$ cat config.mk
export PLATFORM = sky130hd
export DESIGN_NAME = adw_top
export DESIGN_NICKNAME = d
export VERILOG_FILES = /design/src/pkg/adw_pkg.sv /design/src/rtl/adw_fifo.sv /design/src/rtl/adw_top.sv
export SDC_FILE = /design/constraint.sdc
export NUM_CORES = 1
export LEC_CHECK = 0
export BUFFER_PORTS_ARGS = -buffer_cell sky130_fd_sc_hd__buf_2
export CORE_UTILIZATION = 57
export CTS_CLUSTER_DIAMETER = 120
export DETAILED_ROUTE_END_ITERATION = 8
export HOLD_SLACK_MARGIN = 0.05
export MAX_ROUTING_LAYER = met4
export PLACE_DENSITY = 0.75
export SYNTH_ARGS = -nofsm -noshare
export SYNTH_HDL_FRONTEND = slang
export SYNTH_SLANG_ARGS = --single-unit
$ cat constraint.sdc
create_clock -name I_CLK_SYS -period 3.2 [get_ports I_CLK_SYS]
set_clock_uncertainty 0.2 [all_clocks]
set_input_delay 0.16 -clock I_CLK_SYS [delete_from_list [all_inputs] [get_ports I_CLK_SYS]]
set_output_delay 0.16 -clock I_CLK_SYS [all_outputs]
set_load 0.02 [all_outputs]
$ cat src/pkg/adw_pkg.sv
// Purpose: shared constants and types for the dma wait and address block
// Assumes: 8-bit I/O data, 16-bit I/O addresses, 24-bit system address
// Notes: offsets are I/O port addresses
package adw_pkg;
   // ------------------------------------------------------------
   // indexed configuration access
   // ------------------------------------------------------------
   localparam logic [15:0] ADW_PORT_INDEX = 16'h0022;
   localparam logic [15:0] ADW_PORT_DATA = 16'h0023;
   localparam logic [7:0] ADW_IDX_CLOCK_WAIT = 8'h01;
   localparam logic [7:0] ADW_CLOCK_WAIT_RST = 8'h00;
   localparam logic [7:0] ADW_INDEX_RST = 8'h00;
   // ------------------------------------------------------------
   // dma_clock_wait_control field positions
   // ------------------------------------------------------------
   localparam int ADW_CPU_WAIT_HI = 7;
   localparam int ADW_CPU_WAIT_LO = 6;
   localparam int ADW_WORD_WAIT_HI = 5;
   localparam int ADW_WORD_WAIT_LO = 4;
   localparam int ADW_BYTE_WAIT_HI = 3;
   localparam int ADW_BYTE_WAIT_LO = 2;
   localparam int ADW_EARLY_MEMR = 1;
   localparam int ADW_CLOCK_SEL = 0;
   // ------------------------------------------------------------
   // dma controller ports
   // ------------------------------------------------------------
   localparam logic [11:0] ADW_BYTE_REG_HI = 12'h000;
   localparam logic [11:0] ADW_WORD_REG_HI = 12'h00C;
   localparam logic [15:0] ADW_BYTE_PTR_CMD = 16'h000C;
   localparam logic [15:0] ADW_BYTE_MCLR = 16'h000D;
   localparam logic [15:0] ADW_WORD_PTR_CMD = 16'h00D8;
   localparam logic [15:0] ADW_WORD_MCLR = 16'h00DA;
   localparam logic [2:0] ADW_CASCADE_CH = 3'd4;
   localparam logic [15:0] ADW_CHAN_REG_RST = 16'h0000;
   localparam logic [23:0] ADW_SYS_ADDR_RST = 24'h00_0000;
   // ------------------------------------------------------------
   // types
   // ------------------------------------------------------------
   typedef struct packed {
      logic [15:0] addr;
      logic rd;
      logic wr;
      logic [7:0] wdata;
   } adw_io_t;
endpackage

$ cat src/rtl/adw_fifo.sv
// Purpose: flip-flop fifo with valid/ready on both sides
// Assumes: DEPTH is a power of two
// Notes: full and empty come from a word count
`timescale 1ns/1ps
module adw_fifo #(
   parameter int WIDTH = 16,
   parameter int DEPTH = 8
) (
   // clock and reset
   input wire logic i_clk,
   input wire logic i_rst_b,
   // fill side
   input wire logic i_in_valid,
   output logic o_in_ready,
   input wire logic [WIDTH-1:0] i_in_data,
   // drain side
   output logic o_out_valid,
   input wire logic i_out_ready,
   output logic [WIDTH-1:0] o_out_data
);
   localparam int AW = $clog2(DEPTH);
   logic [WIDTH-1:0] mem_r [DEPTH];
   logic [AW-1:0] wp_r;
   logic [AW-1:0] rp_r;
   logic [AW:0] cnt_r;
   logic push;
   logic pop;

   assign o_in_ready = (cnt_r != (AW+1)'(DEPTH));
   assign o_out_valid = (cnt_r != '0);
   assign o_out_data = mem_r[rp_r];
   assign push = i_in_valid && o_in_ready;
   assign pop = o_out_valid && i_out_ready;

   always_ff @(posedge i_clk) begin
      if (push) begin
         mem_r[wp_r] <= i_in_data;
      end
   end

   always_ff @(posedge i_clk) begin
      if (!i_rst_b) begin
         wp_r <= '0;
         rp_r <= '0;
         cnt_r <= '0;
      end else begin
         if (push) begin
            wp_r <= wp_r + 1'b1;
         end
         if (pop) begin
            rp_r <= rp_r + 1'b1;
         end
         cnt_r <= cnt_r + (AW+1)'(push) - (AW+1)'(pop);
      end
   end
endmodule

$ cat src/rtl/adw_top.sv
// Purpose: dma clock/wait control, dma channel programming and address generation
// Assumes: page byte and dma state strobes come from the surrounding dma engine
// Notes: at bus clock and hold acknowledge are pins, synchronized by three flops and filtered by a fourth
// Overview of operation
// - bits 7:6 pick cpu cycle wait states: 01 two, 10 three
// - bits 5:4 word, 3:2 byte dma waits: 00 one, 01 two, 10 three
// - bit 1 clear delays memory read one dma clock; set asserts both together
// - bit 0 clear runs dma at half bus clock, set at full rate
// - four byte channels, word channel 0 is cascade, three word channels
// - programming accepted only after hold acknowledge inactive one dma clock
// - byte pointer picks low/high byte, toggles on each address/count access
// - byte pointer cleared by reset and master clear, set/cleared by command
// - in S1 intermediate address byte goes to internal lines and is latched, except on the cascade channel
// - byte channels: low on A0-A7, latched on A8-A15, page on A16-A23
// - word channels: low on A1-A8, latched on A9-A16, page on A17-A23
`timescale 1ns/1ps
module adw_top
   import adw_pkg::*;
#(
   parameter int FIFO_WIDTH = 16,
   parameter int FIFO_DEPTH = 8
) (
   // clock and reset
   input wire logic I_CLK_SYS,
   input wire logic I_RST_B,
   // cpu i/o access
   input wire adw_io_t I_IO,
   output logic [7:0] O_IO_RDATA,
   // pins
   input wire logic I_AT_BUS_CLOCK,
   input wire logic I_HOLD_ACKNOWLEDGE,
   // dma engine strobes
   input wire logic I_DMA_S1,
   input wire logic [2:0] I_DMA_CHAN,
   input wire logic [7:0] I_DMA_PAGE,
   input wire logic I_DMA_RD_CMD,
   // timing outputs
   output logic O_DMA_TICK,
   output logic [1:0] O_CPU_WAIT,
   output logic [1:0] O_WORD_DMA_WAIT,
   output logic [1:0] O_BYTE_DMA_WAIT,
   output logic O_IO_READ_B,
   output logic O_MEM_READ_B,
   output logic [23:0] O_SYS_ADDR,
   // dma data path
   input wire logic I_DIN_VALID,
   output logic O_DIN_READY,
   input wire logic [FIFO_WIDTH-1:0] I_DIN_DATA,
   output logic O_DOUT_VALID,
   input wire logic I_DOUT_READY,
   output logic [FIFO_WIDTH-1:0] O_DOUT_DATA
);

   // ------------------------------------------------------------
   // pin filters
   // ------------------------------------------------------------
   logic [1:0] pin_in;
   logic [1:0] s1_r;
   logic [1:0] s2_r;
   logic [1:0] s3_r;
   logic [1:0] flt_r;
   assign pin_in = {I_HOLD_ACKNOWLEDGE, I_AT_BUS_CLOCK};

   for (genvar g = 0; g < 2; g++) begin : g_pin
      always_ff @(posedge I_CLK_SYS) begin
         if (!I_RST_B) begin
            s1_r[g] <= 1'b0;
            s2_r[g] <= 1'b0;
            s3_r[g] <= 1'b0;
            flt_r[g] <= 1'b0;
         end else begin
            s1_r[g] <= pin_in[g];
            s2_r[g] <= s1_r[g];
            s3_r[g] <= s2_r[g];
            if (s2_r[g] == s3_r[g]) begin
               flt_r[g] <= s3_r[g];
            end
         end
      end
   end

   logic bclk_f;
   logic hold_acknowledge_f;
   logic bclk_d_r;
   logic rise;
   assign bclk_f = flt_r[0];
   assign hold_acknowledge_f = flt_r[1];
   assign rise = bclk_f && !bclk_d_r;

   // ------------------------------------------------------------
   // configuration register
   // ------------------------------------------------------------
   logic [7:0] idx_r;
   logic [7:0] cw_r;
   logic cfg_sel;
   assign cfg_sel = (idx_r == ADW_IDX_CLOCK_WAIT);

   always_ff @(posedge I_CLK_SYS) begin
      if (!I_RST_B) begin
         idx_r <= ADW_INDEX_RST;
         cw_r <= ADW_CLOCK_WAIT_RST;
      end else if (I_IO.wr) begin
         if (I_IO.addr == ADW_PORT_INDEX) begin
            idx_r <= I_IO.wdata;
         end else if (I_IO.addr == ADW_PORT_DATA && cfg_sel) begin
            cw_r <= I_IO.wdata;
         end
      end
   end

   // ------------------------------------------------------------
   // wait states
   // ------------------------------------------------------------
   function automatic logic [1:0] wait_of(input logic [1:0] code);
      wait_of = (code == 2'b00) ? 2'd1 : ((code == 2'b01) ? 2'd2 : 2'd3);
   endfunction

   always_ff @(posedge I_CLK_SYS) begin
      if (!I_RST_B) begin
         O_CPU_WAIT <= 2'd1;
         O_WORD_DMA_WAIT <= 2'd1;
         O_BYTE_DMA_WAIT <= 2'd1;
      end else begin
         O_CPU_WAIT <= wait_of(cw_r[ADW_CPU_WAIT_HI:ADW_CPU_WAIT_LO]);
         O_WORD_DMA_WAIT <= wait_of(cw_r[ADW_WORD_WAIT_HI:ADW_WORD_WAIT_LO]);
         O_BYTE_DMA_WAIT <= wait_of(cw_r[ADW_BYTE_WAIT_HI:ADW_BYTE_WAIT_LO]);
      end
   end

   // ------------------------------------------------------------
   // dma clock
   // ------------------------------------------------------------
   logic div_r;
   logic tick;
   assign tick = rise && (cw_r[ADW_CLOCK_SEL] || div_r);

   always_ff @(posedge I_CLK_SYS) begin
      if (!I_RST_B) begin
         bclk_d_r <= 1'b0;
         div_r <= 1'b0;
         O_DMA_TICK <= 1'b0;
      end else begin
         bclk_d_r <= bclk_f;
         if (rise) begin
            div_r <= !div_r;
         end
         O_DMA_TICK <= tick;
      end
   end

   // ------------------------------------------------------------
   // read strobes
   // ------------------------------------------------------------
   logic seen_r;
   always_ff @(posedge I_CLK_SYS) begin
      if (!I_RST_B) begin
         seen_r <= 1'b0;
         O_IO_READ_B <= 1'b1;
         O_MEM_READ_B <= 1'b1;
      end else begin
         seen_r <= I_DMA_RD_CMD && (seen_r || tick);
         O_IO_READ_B <= !I_DMA_RD_CMD;
         if (cw_r[ADW_EARLY_MEMR]) begin
            O_MEM_READ_B <= !I_DMA_RD_CMD;
         end else begin
            O_MEM_READ_B <= !(I_DMA_RD_CMD && seen_r);
         end
      end
   end

   // ------------------------------------------------------------
   // programming enable
   // ------------------------------------------------------------
   // hold must stay low across one whole dma clock, tick to tick, before programming opens
   logic prog_en_r;
   logic hold_low_r;
   always_ff @(posedge I_CLK_SYS) begin
      if (!I_RST_B) begin
         hold_low_r <= 1'b0;
         prog_en_r <= 1'b0;
      end else if (hold_acknowledge_f) begin
         hold_low_r <= 1'b0;
         prog_en_r <= 1'b0;
      end else if (tick) begin
         hold_low_r <= 1'b1;
         prog_en_r <= hold_low_r;
      end
   end

   // ------------------------------------------------------------
   // channel registers and byte pointers
   // ------------------------------------------------------------
   logic [15:0] addr_r [8];
   logic [15:0] cnt_r [8];
   logic [1:0] ptr_r;
   logic hit_b;
   logic hit_w;
   logic [2:0] ch;
   logic is_cnt;
   logic ctl;
   logic acc;
   logic [15:0] cur;
   assign hit_b = (I_IO.addr[15:4] == ADW_BYTE_REG_HI) && !I_IO.addr[3];
   assign hit_w = (I_IO.addr[15:4] == ADW_WORD_REG_HI) && !I_IO.addr[0];
   assign ch = hit_w ? {1'b1, I_IO.addr[3:2]} : {1'b0, I_IO.addr[2:1]};
   assign is_cnt = hit_w ? I_IO.addr[1] : I_IO.addr[0];
   assign ctl = hit_w;
   assign acc = prog_en_r && (I_IO.rd || I_IO.wr) && (hit_b || hit_w);
   assign cur = is_cnt ? cnt_r[ch] : addr_r[ch];

   always_ff @(posedge I_CLK_SYS) begin
      if (!I_RST_B) begin
         ptr_r <= 2'b00;
      end else if (acc) begin
         ptr_r[ctl] <= !ptr_r[ctl];
      end else if (prog_en_r && I_IO.wr) begin
         if (I_IO.addr == ADW_BYTE_PTR_CMD) begin
            ptr_r[0] <= I_IO.wdata[0];
         end else if (I_IO.addr == ADW_WORD_PTR_CMD) begin
            ptr_r[1] <= I_IO.wdata[0];
         end else if (I_IO.addr == ADW_BYTE_MCLR) begin
            ptr_r[0] <= 1'b0;
         end else if (I_IO.addr == ADW_WORD_MCLR) begin
            ptr_r[1] <= 1'b0;
         end
      end
   end

   always_ff @(posedge I_CLK_SYS) begin
      if (!I_RST_B) begin
         for (int i = 0; i < 8; i++) begin
            addr_r[i] <= ADW_CHAN_REG_RST;
            cnt_r[i] <= ADW_CHAN_REG_RST;
         end
      end else if (acc && I_IO.wr) begin
         if (is_cnt && ptr_r[ctl]) begin
            cnt_r[ch][15:8] <= I_IO.wdata;
         end else if (is_cnt) begin
            cnt_r[ch][7:0] <= I_IO.wdata;
         end else if (ptr_r[ctl]) begin
            addr_r[ch][15:8] <= I_IO.wdata;
         end else begin
            addr_r[ch][7:0] <= I_IO.wdata;
         end
      end
   end

   always_ff @(posedge I_CLK_SYS) begin
      if (!I_RST_B) begin
         O_IO_RDATA <= 8'h00;
      end else if (I_IO.rd) begin
         if (I_IO.addr == ADW_PORT_DATA) begin
            O_IO_RDATA <= cfg_sel ? cw_r : 8'h00;
         end else if (acc) begin
            O_IO_RDATA <= ptr_r[ctl] ? cur[15:8] : cur[7:0];
         end else if (I_IO.addr == ADW_PORT_INDEX) begin
            O_IO_RDATA <= idx_r;
         end else begin
            O_IO_RDATA <= 8'h00;
         end
      end
   end

   // ------------------------------------------------------------
   // address generation
   // ------------------------------------------------------------
   logic [7:0] internal_dma_data_lines;
   logic [7:0] mid_r;
   logic s1_ok;
   logic word_ch;
   assign internal_dma_data_lines = addr_r[I_DMA_CHAN][15:8];
   assign s1_ok = I_DMA_S1 && (I_DMA_CHAN != ADW_CASCADE_CH);
   assign word_ch = I_DMA_CHAN[2];

   always_ff @(posedge I_CLK_SYS) begin
      if (!I_RST_B) begin
         mid_r <= 8'h00;
         O_SYS_ADDR <= ADW_SYS_ADDR_RST;
      end else if (s1_ok) begin
         mid_r <= internal_dma_data_lines;
         if (word_ch) begin
            O_SYS_ADDR <= {I_DMA_PAGE[7:1], internal_dma_data_lines,
                           addr_r[I_DMA_CHAN][7:0], 1'b0};
         end else begin
            O_SYS_ADDR <= {I_DMA_PAGE, internal_dma_data_lines,
                           addr_r[I_DMA_CHAN][7:0]};
         end
      end
   end

   // ------------------------------------------------------------
   // data buffer
   // ------------------------------------------------------------
   adw_fifo #(.WIDTH(FIFO_WIDTH), .DEPTH(FIFO_DEPTH)) u_fifo (
      .i_clk(I_CLK_SYS),
      .i_rst_b(I_RST_B),
      .i_in_valid(I_DIN_VALID),
      .o_in_ready(O_DIN_READY),
      .i_in_data(I_DIN_DATA),
      .o_out_valid(O_DOUT_VALID),
      .i_out_ready(I_DOUT_READY),
      .o_out_data(O_DOUT_DATA)
   );
endmodule

Word-level counts from Yosys, hierarchy flattened
Memory sizes are Yosys's and may differ from the RTL's. A register that Yosys moved wholly into a read port is not among the register bits.
Cells that the tools add are included.
{"block": "op_classes", "bitwise": 2, "n_mux": 59, "add_sub_neg": 4, "order_cmp": 2, "n_reduce_logical": 45, "n_eq_ne": 18}
{"op": "two-way mux 16 bit", "n": 3}
{"op": "two-way mux 8 bit", "n": 5}
{"op": "two-way mux 1 bit", "n": 39}
{"op": "== test 16 x 4 -> 1 bit, second input constant", "n": 2}
{"op": "== test 16 x 6 -> 1 bit, second input constant", "n": 2}
{"op": "== test 16 x 8 -> 1 bit, second input constant", "n": 2}
{"op": "OR reduction 16 bit", "n": 2}
{"op": "two-way mux 17 bit", "n": 1}
{"op": "logical AND 1 bit", "n": 16}
{"op": "two-way mux 3 bit", "n": 5}
{"op": "== test 12 x 4 -> 1 bit, second input constant", "n": 1}
{"op": "zero test 12 bit", "n": 1}
{"op": "!= test 3 bit, second input constant", "n": 3}
{"op": "== test 8 x 1 -> 1 bit, second input constant", "n": 1}
{"op": "two-way mux 2 bit", "n": 4}
{"op": "OR reduction 2 bit", "n": 4}
{"op": "zero test 1 bit", "n": 7}
{"op": "adder 3 x 1 -> 3 bit, second input constant", "n": 2}
{"op": "== test 2 x 1 -> 1 bit, second input constant", "n": 3}
{"op": "zero test 2 bit", "n": 3}
{"op": "AND reduction 3 bit", "n": 2}
{"op": "nonzero test 3 bit", "n": 2}
{"op": "adder 4 x 1 -> 4 bit", "n": 1}
{"op": "logical OR 1 bit", "n": 4}
{"op": "13 further kinds", "n": 15}
{"block": "totals", "n_memories": 3, "in_bits": 61, "regBits": 82, "ramBits": 384}
{"name": "addr_r", "depth": 8, "width": 16, "rd": 2, "rd_ports_with_merged_regs": 0, "write_ports": 8, "line": "adw_top.sv:193", "text": "logic [15:0] addr_r [8];"}
{"name": "cnt_r", "depth": 8, "width": 16, "rd": 1, "rd_ports_with_merged_regs": 0, "write_ports": 8, "line": "adw_top.sv:194", "text": "logic [15:0] cnt_r [8];"}
{"name": "u_fifo.mem_r", "depth": 8, "width": 16, "rd": 1, "rd_ports_with_merged_regs": 1, "write_ports": 1, "line": "adw_fifo.sv:22", "text": "logic [WIDTH-1:0] mem_r [DEPTH];"}

Logic depth before layout (Yosys ltp)
{"block": "depth", "word_depth": 12, "ltp_mapped": 12, "mapped_depth_nobuf": 12}

Cells and area by module
From an unflattened synthesis, not the netlist that was laid out.
{"block": "unflattened", "cells_unflattened": 1436, "area_unflattened_um2": 21379.3}
{"module": "adw_top", "n_inst": 1, "area_per_inst_um2": 15760.1, "cells_each": 1173, "seq_area_each_um2": 9128.8}
{"module": "adw_fifo", "n_inst": 1, "area_per_inst_um2": 5619.1, "cells_each": 263, "seq_area_each_um2": 4103.9}

Least setup slack after synthesis
No wires, ideal clock.
{"block": "synth_timing", "kind": "register to register", "from": "register u_fifo.cnt_r[2]", "to": "memory u_fifo.mem_r[0][0] (enable)", "stages_incl_launch_ff": 8, "setup_slack_ns": 0.263, "arrival_ns": 2.328, "t_required_ns": 2.591, "setup_ns": 0.409, "period_less_slack_ns": 2.937, "cell_sequence": "dfxtp_1 > inv_1 > ha_1 > nand2_1 > and2_1 > clkbuf_1 > nand2b_1 > nor3_1"}
{"block": "synth_between", "elab_chain_cells": 4}
{"item": "start, declared", "line": "adw_fifo.sv:25", "text": "logic [AW:0] cnt_r;"}
{"item": "start signal, assigned", "line": "adw_fifo.sv:53", "text": "cnt_r <= cnt_r + (AW+1)'(push) - (AW+1)'(pop);"}
{"item": "!= test 4 bit", "line": "adw_fifo.sv:29", "text": "assign o_in_ready = (cnt_r != (AW+1)'(DEPTH));"}
{"item": "net O_DIN_READY", "line": "adw_top.sv:47", "text": "output logic O_DIN_READY,"}
{"item": "logical AND 1 bit", "line": "adw_fifo.sv:32", "text": "assign push = i_in_valid && o_in_ready;"}
{"item": "net u_fifo.push", "line": "adw_fifo.sv:26", "text": "logic push;"}
{"item": "two-way mux 1 bit", "line": "adw_fifo.sv:36", "text": "if (push) begin"}
{"item": "two-way mux 1 bit (implied by the code)", "line": "adw_fifo.sv:37", "text": "mem_r[wp_r] <= i_in_data;"}
{"item": "end, declared", "line": "adw_fifo.sv:22"}
The timed path passes the listed nets, and every way through them passes these cells.

Worst setup path in the final report
{"block": "layout_timing", "from": "register ptr_r[1]", "to": "register ptr_r[1]"}
{"block": "layout_between", "elab_chain_cells": 5}
{"item": "start, declared", "line": "adw_top.sv:195", "text": "logic [1:0] ptr_r;"}
{"item": "start signal, assigned by index", "line": "adw_top.sv:215", "text": "ptr_r[ctl] <= !ptr_r[ctl];"}
{"item": "start signal, assigned", "line": "adw_top.sv:220", "text": "ptr_r[1] <= I_IO.wdata[0];"}
{"item": "two-way mux 1 bit (implied by the code) (2 in series)", "line": "adw_top.sv:215"}
{"item": "zero test 1 bit", "line": "adw_top.sv:215"}
{"item": "bitwise mux 2 bit (*)", "line": "adw_top.sv:215"}
{"item": "two-way mux 2 bit (*)", "line": "adw_top.sv:214", "text": "end else if (acc) begin"}
Every way passes the cells marked *; elsewhere a longest branch is shown, timed or not. The select of a mux whose other input is x is not followed.
A chain may end at the register's enable or synchronous reset.

==> results.py <==
metrics = {
    "run_status": {
        "outcome": "finished, final reports clean",
    },
    "grt": {
        "antenna_found_initial": 0,
        "grt_first_pass_wirelength_um": 79500,
        "grt_remaining_overflow": 0,
        "track_usage": 0.2887,
        "grt_pass1_vias": 13310,
        "grt_start_max_net_pins": 67,
    },
    "cts": {
        "htree_levels": 2,
        "worstSkewPairLatency_ps": 590,
        "cts_setup_buffers": 0,
        "cts_buffers": 48,
        "clockBufferDepth": 3,
        "cts_tree": "done",
        "path_clk_slew_ps": 60,
        "cts_sinks": 469,
        "ctsRootBufferMaster": "clkbuf_16",
    },
    "detailed_routing": {
        "ant_nets": 0,
        "vias_per_cell": 6.199,
        "drc": 0,
        "drt_iter0_drc": 1353,
        "drt-total-wl_um": 51750,
        "routedWlPerCell_um": 24.05,
        "vias": 13340,
        "drt-pass1-iter-count": 6,
    },
    "critical_path": {
        "cp_cell_sequence": "inv_1 -> a2111oi_0 -> dlygate4sd3_1 -> nand3b_1 -> dlygate4sd3_1 -> a21boi_0",
        "critical-path-max-stage-delay_ps": 670,
        "r2r-start": "ptr_r[1]$_SDFFE_PN0P_",
        "reg2reg_depth": 6,
        "crit_path_start": "ptr_r[1]$_SDFFE_PN0P_",
        "required_ps": 3500,
        "cp_max_fo": 13,
        "crit_type": "reg -> reg",
        "timing.rr.end": "ptr_r[1]$_SDFFE_PN0P_",
        "crit_cells": 6,
        "startpoint_type": "flip-flop",
        "crit_arrival_ps": 3320,
        "cpMostUsedCell": "dlygate4sd3_1",
        "crit_buf_inv": 3,
        "endpoint": "ptr_r[1]$_SDFFE_PN0P_",
        "critPathSlowestCell": "dfxtp_1",
        "critPathTopFamily": "buffers and inverters",
        "r2r_setup_slack_ps": 180,
        "endpoint_kind": "flip-flop",
    },
    "placement": {
        "portBuffers": 119,
        "dp_cells": 2015,
        "dp_hpwl_um": 33710,
        "gp_congestion": 0.9729,
        "placed_cell_area_sq_um": 22550,
    },
    "floorplanning": {
        "dieHeight_um": 195.2,
        "rows": 70,
        "initial_utilization": 0.5798,
        "io-pin-count": 120,
        "die_w_um": 195.2,
        "die-area_sq_um": 38110,
        "core_sq_um": 36700,
    },
    "layout": {
        "final_nets": 1715,
        "drive_gt1_frac": 0.2518,
        "stdcell_area_sq_um": 24630,
        "syn_to_final_growth_pct": 15.75,
        "final_cells": 2152,
        "n_antenna_cell": 0,
        "final_util": 0.6712,
    },
    "sta": {
        "rsz0062_at_grt": "false",
        "tns_ps": 0,
        "finalSetupViolCount": 0,
        "slew_headroom": 0.4118,
        "fin_crit_ps": 3019,
        "finalHoldViolations": 0,
        "hold-worst-slack_ps": 97.71,
        "tightest_slew_ps": 881.2,
        "maxClockFrequency_mhz": 331.3,
        "period_share": 0.9433,
        "slew_viol_final": 0,
    },
    "pwr": {
        "p_clk_frac": 0.384,
        "irDropWorstVdd_mv": 0.4029,
        "seq_power_share": 0.483,
        "netSwitchingFraction": 0.2419,
        "internal-power_w": 0.01101,
        "p_per_area_nw_per_um2": 589.7,
        "cellLeakagePower_nw": 9.284,
        "power.switching_w": 0.003512,
        "comb_power_share": 0.133,
    },
    "synthesis": {
        "yosysWarningCount": 0,
        "synth_enable_flop_cells": 384,
        "syn-num-nets": 1537,
        "syn_area_sq_um": 21280,
        "avgSynthCellArea_sq_um": 14.51,
        "yosysSeqAreaShare": 0.6219,
        "ys_seq_elements": 469,
        "synth_cells": 1467,
        "async_flop_share": 0,
        "synth_cell_type_count": 64,
        "ys.flop_type": "edfxtp_1",
    },
    "job": {
        "maxCapViolCount": 0,
    },
    "worst_hold_path": {
        "whs_path_depth": 7,
        "hp-start": "I_IO[20]",
        "hp-class": "in -> reg",
    },
}
==> registers in the layout (all words and copies together), names as in the netlist, 3 cells and up, named ones only <==
name / count
u_fifo.wp_r: 3
cw_r: 8
O_IO_RDATA: 8
idx_r: 8
O_SYS_ADDR: 24
u_fifo.rp_r: 3
u_fifo.cnt_r: 4
addr_r: 128
cnt_r: 128
u_fifo.mem_r: 128
==> metrics by stage <==
step	total power [W]	setup WS, ps
detailed placement	0.009005	255.2
CTS	0.01459	43.82
finish	0.01452	181.3
floorplan	0.008391	262.6
global route	0.01498	35.50
global placement	0.008960	295.9
==> synthesized netlist by cell type, drive strengths merged, types with 22 or more instances <==
cell,n,area share
dfxtp,85,0.080
and3,78,0.023
nor2b,22,0.0065
and2,203,0.060
o21ai,46,0.011
clkbuf,78,0.014
mux4,112,0.12
edfxtp,384,0.54
nand2,54,0.0095
mux2i,57,0.027
a21oi,43,0.010
buf,36,0.0095
nor2,62,0.012
==> cells by family (layout without fill, tap and decap cells) <==
logic type / count (synthesis) / after routing / share of synthesized area
AND/OR/NAND/NOR: 494 / 494 / 0.1384
flip-flops: 469 / 469 / 0.6219
multiplexers: 185 / 185 / 0.1538
AO/OA/AOI/OAI: 171 / 171 / 0.05116
buffers and inverters: 133 / 350 / 0.02664
adder cells (fa/ha/maj): 9 / 9 / 0.005645
XOR/XNOR: 6 / 6 / 0.002470
==> metal layers <==
layer | vias up | track usage | part of all wire
met1 | 6627 | 0.3722 | 0.39
met4 | 0 | 0.1070 | 0.037
li1 | 5923 | - | -
met3 | 151 | 0.06978 | 0.097
met2 | 639 | 0.4474 | 0.48
met5 | - | - | 0
==> cell type report <==
type / count / area [sq um]
flip-flops and latches: 469 / 13230
fillers: 2500 / 12070
multi-input cells: 865 / 7500
repair buffers: 242 / 1657
clock buffers: 70 / 1396
well taps: 468 / 585.6
clock inverters: 19 / 186.4
inverters: 19 / 71.32
==> what timing repair did <==
| action | CTS | global route |
|---|---|---|
| resized for setup | 0 | 5 |
| setup endpoints to repair | 0 | 2 |
| hold endpoints to repair | 177 | 0 |
| hold buffers | 49 | 0 |
==> cells in the final DEF, fill, tap and decap left out, types with 8 or more instances in the layout <==
cell           Yosys  routed
a211oi_1          15      15
nor2_2            12      12
and3_1            78      78
inv_1             19      19
mux2i_1           57      57
mux2_2            16      16
mux4_2           112     112
o221ai_1           8       8
a21boi_0          13      13
clkbuf_1          77      13
a21oi_1           41      41
a22oi_1            8       8
and2_1           202     202
dlygate4sd3_1      0      48
buf_4              4      76
nand2b_1          19      19
nor2_1            50      50
nor2b_1           22      22
clkbuf_16          0      50
o21ai_0           45      45
edfxtp_1         384     384
buf_2             23     117
ha_1               8       8
nor3_1            14      12
o21a_1            12      12
dfxtp_1           85      84
nand2_1           54      54
==> power groups by stage <==
stage	logic, W	registers, W	clock network, W
CTS	0.00193	0.00702	0.00565
global placement	0.00183	0.00713	0
detailed placement	0.00186	0.00714	0
global route	0.00207	0.00704	0.00587
floorplan	0.00131	0.00708	0
finish	0.00193	0.00702	0.00558
==> worst reg2reg max path, stage by stage (launching register included) <==
cell and delay [ps]:
dfxtp_1 670, inv_1 240, a2111oi_0 370, dlygate4sd3_1 600, nand3b_1 70, dlygate4sd3_1 590
a21boi_0 200
==> worst min path at each step <==
| stage | end | slack [ps] |
|---|---|---|
| finish | O_IO_RDATA[7]$_SDFFE_PN0P_ | 100 |
| global route | cw_r[2]$_SDFFE_PN0P_ | 100 |
| CTS | O_SYS_ADDR[22]$_SDFFE_PN0P_ | 60 |
| detailed placement | O_IO_READ_B$_SDFF_PN1_ | 180 |
| global placement | O_IO_READ_B$_SDFF_PN1_ | 170 |
| floorplan | O_IO_READ_B$_SDFF_PN1_ | 50 |
Note: power is estimated with default switching activity, not from simulation.
